### src/ioh_pkg.sv
// package for interrupt output hold-off block: offsets, fields, timing
package ioh_pkg;
  localparam logic [7:0] IOH_CFG_OFFSET = 8'h54;
  localparam int IOH_INTERVAL_HI = 31;
  localparam int IOH_INTERVAL_LO = 24;
  localparam int IOH_RESTART_BIT = 14;
  localparam int IOH_ACTIVE_BIT = 13;
  localparam int IOH_MASTER_BIT = 12;
  localparam int IOH_ENABLE_BIT = 8;
  localparam int IOH_POLARITY_BIT = 4;
  localparam int IOH_TYPE_BIT = 0;
  localparam logic [7:0] IOH_INTERVAL_RESET = 8'h00;
  localparam int IOH_CLK_MHZ = 100;
  localparam int IOH_TICK_US = 10;
  localparam int IOH_TICK_CYCLES = IOH_TICK_US * IOH_CLK_MHZ;
  typedef enum logic [1:0] {IOH_IDLE, IOH_HOLD} ioh_state_e;
endpackage

### src/ioh_top.sv
// interrupt output configuration register with hold-off timer
module ioh_top #(
  parameter int TICK_CYCLES = ioh_pkg::IOH_TICK_CYCLES
) (
  input wire logic mclk_in,
  input wire logic sys_rst_in,
  input wire logic [7:0] reg_addr_in,
  input wire logic reg_wr_in,
  input wire logic reg_rd_in,
  input wire logic [31:0] reg_wdata_in,
  output logic [31:0] reg_rdata_out,
  input wire logic source_irq_in,
  input wire logic power_event_in,
  output logic irq_pin_out,
  output logic irq_pin_oe_out
);
  import ioh_pkg::*;
  logic [7:0] interval_reg;
  logic [7:0] interval_next;
  logic enable_reg;
  logic enable_next;
  logic polarity_reg;
  logic polarity_next;
  logic type_reg;
  logic type_next;
  logic [7:0] count_reg;
  logic [7:0] count_next;
  ioh_state_e state_reg;
  ioh_state_e state_next;
  logic assert_reg;
  logic assert_next;
  logic [31:0] rdata_reg;
  logic [31:0] rdata_next;
  logic cfg_wr;
  logic restart;
  logic zero_wr;
  logic tick;
  logic tick_clear;
  logic [7:0] wr_interval;

  assign cfg_wr = reg_wr_in && (reg_addr_in == IOH_CFG_OFFSET);
  assign wr_interval = reg_wdata_in[IOH_INTERVAL_HI:IOH_INTERVAL_LO];
  assign restart = cfg_wr && reg_wdata_in[IOH_RESTART_BIT];
  assign zero_wr = cfg_wr && (wr_interval == 8'h00);
  // tick phase realigned on restart so an interval is never short by a partial unit
  assign tick_clear = restart || (state_reg == IOH_IDLE);

  ioh_tick #(
    .CYCLES(TICK_CYCLES)
  ) u_tick (
    .mclk_in(mclk_in),
    .sys_rst_in(sys_rst_in),
    .clear_in(tick_clear),
    .tick_out(tick)
  );

  // configuration fields
  always_comb begin
    interval_next = interval_reg;
    enable_next = enable_reg;
    polarity_next = polarity_reg;
    type_next = type_reg;
    if (cfg_wr) begin
      interval_next = wr_interval;
      enable_next = reg_wdata_in[IOH_ENABLE_BIT];
      polarity_next = reg_wdata_in[IOH_POLARITY_BIT];
      type_next = reg_wdata_in[IOH_TYPE_BIT];
    end
  end

  // hold-off state machine
  always_comb begin
    state_next = state_reg;
    count_next = count_reg;
    assert_next = assert_reg;
    case (state_reg)
      IOH_IDLE: begin
        assert_next = source_irq_in;
        // assertion dropping with the source starts a hold-off if one is set, whatever enable is
        if (assert_reg && !source_irq_in && interval_reg != 8'h00) begin
          state_next = IOH_HOLD;
          count_next = 8'h00;
        end
      end
      IOH_HOLD: begin
        assert_next = 1'b0;
        if (tick) begin
          count_next = count_reg + 8'h01;
        end
        if (count_reg >= interval_reg) begin
          state_next = IOH_IDLE;
          count_next = 8'h00;
        end
      end
      default: begin
        state_next = IOH_IDLE;
      end
    endcase
    if (restart && !zero_wr) begin
      state_next = IOH_HOLD;
      count_next = 8'h00;
      assert_next = 1'b0;
    end
    if (zero_wr) begin
      state_next = IOH_IDLE;
      count_next = 8'h00;
    end
  end

  // readback
  always_comb begin
    rdata_next = rdata_reg;
    if (reg_rd_in) begin
      if (reg_addr_in == IOH_CFG_OFFSET) begin
        rdata_next = 32'h0000_0000;
        rdata_next[IOH_INTERVAL_HI:IOH_INTERVAL_LO] = interval_reg;
        rdata_next[IOH_ACTIVE_BIT] = (state_reg == IOH_HOLD);
        rdata_next[IOH_MASTER_BIT] = source_irq_in || power_event_in;
        rdata_next[IOH_ENABLE_BIT] = enable_reg;
        rdata_next[IOH_POLARITY_BIT] = polarity_reg;
        rdata_next[IOH_TYPE_BIT] = type_reg;
      end else begin
        rdata_next = 32'h0000_0000;
      end
    end
  end

  always_ff @(posedge mclk_in) begin
    if (sys_rst_in) begin
      interval_reg <= IOH_INTERVAL_RESET;
      enable_reg <= 1'b0;
      polarity_reg <= 1'b0;
      type_reg <= 1'b0;
      state_reg <= IOH_IDLE;
      count_reg <= 8'h00;
      assert_reg <= 1'b0;
      rdata_reg <= 32'h0000_0000;
    end else begin
      interval_reg <= interval_next;
      enable_reg <= enable_next;
      polarity_reg <= polarity_next;
      type_reg <= type_next;
      state_reg <= state_next;
      count_reg <= count_next;
      assert_reg <= assert_next;
      rdata_reg <= rdata_next;
    end
  end

  logic drive;
  // power event skips the hold-off; enable gates only the pin
  assign drive = enable_reg && (assert_reg || power_event_in);

  ioh_pin u_pin (
    .mclk_in(mclk_in),
    .sys_rst_in(sys_rst_in),
    .assert_in(drive),
    .pin_polarity_in(polarity_reg),
    .push_pull_in(type_reg),
    .pin_out(irq_pin_out),
    .pin_oe_out(irq_pin_oe_out)
  );

  assign reg_rdata_out = rdata_reg;
endmodule

### src/ioh_tick.sv
// divider giving one-cycle tick pulse each hold-off unit
module ioh_tick #(
  parameter int CYCLES = ioh_pkg::IOH_TICK_CYCLES
) (
  input wire logic mclk_in,
  input wire logic sys_rst_in,
  input wire logic clear_in,
  output logic tick_out
);
  import ioh_pkg::*;
  logic [15:0] cnt_reg;
  logic [15:0] cnt_next;
  logic tick_next;
  logic tick_reg;
  always_comb begin
    tick_next = 1'b0;
    cnt_next = cnt_reg + 16'h0001;
    if (clear_in) begin
      cnt_next = 16'h0000;
    end else if (cnt_reg == 16'(CYCLES - 1)) begin
      cnt_next = 16'h0000;
      tick_next = 1'b1;
    end
  end
  always_ff @(posedge mclk_in) begin
    if (sys_rst_in) begin
      cnt_reg <= 16'h0000;
      tick_reg <= 1'b0;
    end else begin
      cnt_reg <= cnt_next;
      tick_reg <= tick_next;
    end
  end
  assign tick_out = tick_reg;
endmodule

### src/ioh_pin.sv
// polarity and buffer-type shaping of the interrupt pin
module ioh_pin (
  input wire logic mclk_in,
  input wire logic sys_rst_in,
  input wire logic assert_in,
  input wire logic pin_polarity_in,
  input wire logic push_pull_in,
  output logic pin_out,
  output logic pin_oe_out
);
  logic pin_reg;
  logic pin_next;
  logic oe_reg;
  logic oe_next;
  always_comb begin
    if (push_pull_in) begin
      pin_next = pin_polarity_in ? assert_in : ~assert_in;
      oe_next = 1'b1;
    end else begin
      // open drain: pull low only when asserted, polarity ignored
      pin_next = 1'b0;
      oe_next = assert_in;
    end
  end
  always_ff @(posedge mclk_in) begin
    if (sys_rst_in) begin
      pin_reg <= 1'b0;
      oe_reg <= 1'b0;
    end else begin
      pin_reg <= pin_next;
      oe_reg <= oe_next;
    end
  end
  assign pin_out = pin_reg;
  assign pin_oe_out = oe_reg;
endmodule

### config.mk
export PLATFORM = sky130hd
export DESIGN_NAME = ioh_top
export DESIGN_NICKNAME = d
export VERILOG_FILES = /design/src/ioh_pkg.sv /design/src/ioh_top.sv /design/src/ioh_tick.sv /design/src/ioh_pin.sv
export SDC_FILE = /design/constraint.sdc
export NUM_CORES = 1
export LEC_CHECK = 0
export ABC_AREA = 1
export BUFFER_PORTS_ARGS = -buffer_cell sky130_fd_sc_hd__buf_4
export CORE_MARGIN = 3
export CORE_UTILIZATION = 56
export DETAILED_ROUTE_END_ITERATION = 8
export PLACE_DENSITY_LB_ADDON = 0.05
export SLEW_MARGIN = 10
export SYNTH_ARGS = -nofsm -noshare
export SYNTH_HDL_FRONTEND = slang
export SYNTH_SLANG_ARGS = --single-unit
### constraint.sdc
create_clock -name mclk_in -period 3 [get_ports mclk_in]
set_input_delay 0.6 -clock mclk_in [delete_from_list [all_inputs] [get_ports mclk_in]]
set_output_delay 0.6 -clock mclk_in [all_outputs]
set_load 0.01 [all_outputs]
# Word level (Yosys, flattened, before mapping)
# Index checks and enable logic that the tools add are counted.
# totals
ff_bits	73
input_bits	46
out_inout_bits	34
wordCells	64
# classes
add_sub_neg	2
magnitude_cmp	1
n_eq_ne	8
n_mux	13
bitwise_logic	2
n_reduce_logical	25
# op_table
op	n
$mux 32	1
$mux 8	3
$add 16x1->16 const B	1
$eq 16x10->1 const B	1
$pmux 8 s2	1
$add 8x1->8 const B	1
$eq 8x7->1 const B	1
$ge 8x8->1	1
$logic_not 8->1	1
$reduce_bool 8->1	1
$reduce_or 2->1	4
$logic_and 1x1->1	7
$reduce_or 3->1	2
$mux 1	4
$mux 2	2
$pmux 2 s2	1
$reduce_and 2->1	2
$logic_or 1x1->1	3
$ne 3x1->1 const B	1
$ne 3x2->1 const B	1
$ne 3x3->1 const B	1
$reduce_and 3->1	1
$eq 2x1->1 const B	1
$logic_not 1->1	2
other kinds (6)	7

# Depth between registers and ports, before layout
# logic_depth
word_depth	7
depth_mapped	13
mapped_depth_nobuf	13

# By module
# From an unflattened synthesis, not the netlist that was laid out.
# hier_totals
hier_cells	416
area_unflattened_um2	2881.5
# modules_own_cells
module	n_inst	cells_per_inst	area_per_inst_um2
ioh_top	1	269	1889.3
ioh_tick	1	136	914.6
ioh_pin	1	11	77.6

# Least setup slack after synthesis
# No wires, ideal clock.
# synth_path
path_type	input-to-reg
start	input reg_addr_in[5]
end	register u_tick.cnt_reg[15]
arrival_ns	1.502
required_ns	2.884
slack_ns	1.382
stages	9
path_buffers	1
path_cell_list	nor2_1 > nand3b_1 > nor2_4 > nand2_2 > nor2_4 > nor3_2 > nand2_2 > buf_6 > nor2_1
# synth_between
elab_chain_cells	5
# synth_lines
element	line_no	source
start: declaration	ioh_top.sv:7	input wire logic [7:0] reg_addr_in,
$eq 8x7->1	ioh_top.sv:41	assign cfg_wr = reg_wr_in && (reg_addr_in == IOH_CFG_OFFSET);
$logic_and 1x1->1	ioh_top.sv:41	
$logic_and 1x1->1	ioh_top.sv:43	assign restart = cfg_wr && reg_wdata_in[IOH_RESTART_BIT];
$logic_or 1x1->1	ioh_top.sv:46	assign tick_clear = restart || (state_reg == IOH_IDLE);
$reduce_or 3->1 (no line)	n/a	
end signal: assignment	ioh_tick.sv:30	cnt_reg <= cnt_next;
end: declaration	ioh_tick.sv:11	logic [15:0] cnt_reg;
# Every way passes these cells.
# A chain may end at the register's enable or synchronous reset.

# Worst setup path after layout
# Same ends and word-level chain as after synthesis.

==> results by group <==
Job
  – MaxCap Viol Count: 0

Die
  – Die W: 76.33 um
  – I/O pins: 80
  – Row count: 24
  – Die Span Y: 76.33 um
  – Initial Utilization: 0.6069
  – Die area: 5826 um2
  – Core Area: 4564 um2

Timing
  – Slew Limit Headroom: 0.5898
  – Setup TNS Final: 0 ns
  – RSZ-0062 raised after global routing: no
  – WHS: 0.4562 ns
  – Final hold vios: 0
  – FMAX: 509.4 MHz
  – Worst-Margin Slew: 0.6146 ns
  – Period utilization: 0.6544
  – # setup viols final: 0
  – Skew final: 0.007993 ns
  – Max Slew Vio Count: 0
  – Min Tclk post-route: 1.963 ns

Clock network
  – Clk sinks: 53
  – Reg clk slew, reported paths: 0.09 ns
  – CTS tree: yes
  – CTS root buf: clkbuf_8
  – Setup bufs post-CTS: 0
  – TritonCTS buffer count: 5
  – Clock latency reported for the late side of the worst-skew pair: 0.31 ns
  – Cts repair resizes: 0
  – H-tree Lvls: 2
  – Max Root-Sink Buffers: 2
  – Post-cts hold buffer count: 0

Synth
  – Sequential fraction of the synthesis area: 0.3830
  – Largest area contributor in the netlist: dfxtp_1
  – Flip-flop and latch count after synthesis: 53
  – Area fraction of the dominant cell type after synthesis: 0.3830
  – Synth Warn #: 0
  – Post-Syn Instances: 373
  – Average cell area after synthesis: 7.427 um2
  – Cell area after synthesis: 2770 um2
  – Synth Flop Type: dfxtp_1
  – Asr flop ratio synth: 0
  – Post-synth EDFFs: 0
  – Top cells by area, synth: dfxtp_1 (38%), nand2_1 (9.5%), nor2_1 (6.4%)
  – Yosys cell types: 35

Worst setup path
  – CP required: 3.19 ns
  – Buf+Inv Stages, Crit Path: 1
  – FF-to-FF End: count_reg[1]$_SDFFE_PP0P_
  – Kind of cell adding the most delay to the critical path: simple AND/OR/NAND/NOR gates
  – Data arrival, critical path: 2.15 ns
  – Critical Path Start Type: input pin
  – CP max FO: 20
  – Reg2Reg Depth: 11
  – R2R setup slack: 1.20 ns
  – CP Capture Type: register
  – Crit-path cells: buf_4 > nor2_1 > nand3b_1 > nor2_4 > nand2_2 > nor2_4 > nor3_2 > nand2_2 > nor2_1
  – RR Startpoint: interval_reg[1]$_SDFFE_PP0P_
  – Max incr delay on CP: 0.31 ns
  – Critical path's slowest cell: nand2_2
  – CP Class: in2reg

Min path
  – Type of the most critical hold path: reg2reg
  – Hold Crit Endpoint: u_tick.cnt_reg[0]$_SDFF_PP0_
  – Hold path start: u_tick.cnt_reg[0]$_SDFF_PP0_
  – Cells on Worst Hold Path: 1

GRT
  – Global-route wire length before repair: 9004 um
  – Vias in the first global route: 2009
  – Total GRT Usage: 0.1843
  – Initial antenna violation count: 0
  – Grt total ovfl: 0
  – Largest net degree at the start of global routing: 27

Finish
  – # diodes: 0
  – # nets final: 464
  – P&R area growth vs syn: 13.78%
  – Share of layout cells above drive strength 1: 0.1834
  – Non-Filler Instances: 474
  – Max reg flops: 16
  – # fillers: 425
  – Commonest non-fill, non-tap cell in the layout: nand2_1
  – Commonest non-fill, non-tap cells in the layout: nand2_1 (70), dfxtp_1 (53), nor2_1 (47)

Route
  – Vias: 2338
  – Final WL: 5373 um
  – Routed wire length per instance: 11.34 um
  – Final ANT Viol Nets: 0
  – Via/cell ratio: 4.932
  – Initial DRC count: 123
  – Post-route DRC: 0
  – First-pass DRT Iterations: 5

Status
  – Status: completed

Placed design
  – IO buf count: 40
  – Dpl cells: 466
  – Detail Placement HPWL: 4035 um
  – Final Wtd Congestion: 0.8506

Pwr
  – LEAKAGE: 1.262 nW
  – Maximum vdd drop: 280.5 uV
  – Pwr Density: 435.4 nW/um2
[cell type report]
type | instances | area (um2) | area share
Clock buffer | 5 | 68.82 | 0.02183
Clock inverter | 3 | 65.06 | 0.02064
Inverter | 41 | 158.9 | 0.05042
Multi-Input combinational cell | 267 | 1416 | 0.4494
Sequential cell | 53 | 1061 | 0.3366
Tap cell | 65 | 81.33 | 0.02580
Timing Repair Buffer | 40 | 300.3 | 0.09528
[synthesized netlist by cell type, types with 3 or more instances]
master,n
a21oi_1,26
a21oi_2,7
buf_4,19
clkbuf_1,6
dfxtp_1,53
ha_1,10
inv_1,34
inv_2,5
nand2_1,70
nand3_1,16
nand4_1,10
nor2_1,47
nor2_4,3
o21ai_0,24
xnor2_1,7
xor2_1,9
[worst max path at each step]
stage	startpoint	to	slack, ns	depth (start not counted)
floorplan	reg_addr_in[5]	u_tick.cnt_reg[15]$_SDFF_PP0_	1.38	9
global placement	reg_addr_in[5]	u_tick.cnt_reg[0]$_SDFF_PP0_	0.71	9
detailed placement	reg_addr_in[5]	u_tick.cnt_reg[4]$_SDFF_PP0_	0.65	9
CTS	reg_addr_in[5]	u_tick.cnt_reg[4]$_SDFF_PP0_	0.98	9
global route	reg_addr_in[5]	u_tick.cnt_reg[4]$_SDFF_PP0_	0.83	9
finish	reg_addr_in[5]	u_tick.cnt_reg[15]$_SDFF_PP0_	1.04	9
[kinds of logic after synthesis]
| logic type | count (synthesis) | synth area share |
|---|---|---|
| other | 1 | 0.001354 |
| DFF | 53 | 0.3830 |
| xor gates and xnor gates | 16 | 0.05059 |
| and+or+nand+nor | 162 | 0.2696 |
| buffers and inverters | 71 | 0.1301 |
| AOI/OAI and AO/OA | 60 | 0.1201 |
| adders and majority gates | 10 | 0.04517 |
[power breakdown]
part / switching, mW / internal, mW
Clock: 0.235 / 0.331
Sequential: 0.00426 / 0.712
Combinational: 0.0487 / 0.0403
[routing by layer]
metal  global-route usage  routed length [um]  vias up
met5                    0                   0        -
met4              0.06522                  57        0
met3              0.04374                 328        4
met2               0.2979                2548       61
met1               0.2397                2439     1045
li1                     -                   -     1228
[through the flow]
stage               total power, mW    util  worst slack, ns  cell area [um2]
finish                        1.372  0.6905            1.037             3152
global route                  1.425  0.6905           0.8285             3152
CTS                           1.383  0.6905           0.9818             3152
detailed placement           0.8222  0.6612           0.6536             3018
global placement             0.8209  0.6612           0.7054             3018
floorplan                    0.7943       -            1.382             2838
Power figures use the tool's default switching activity.
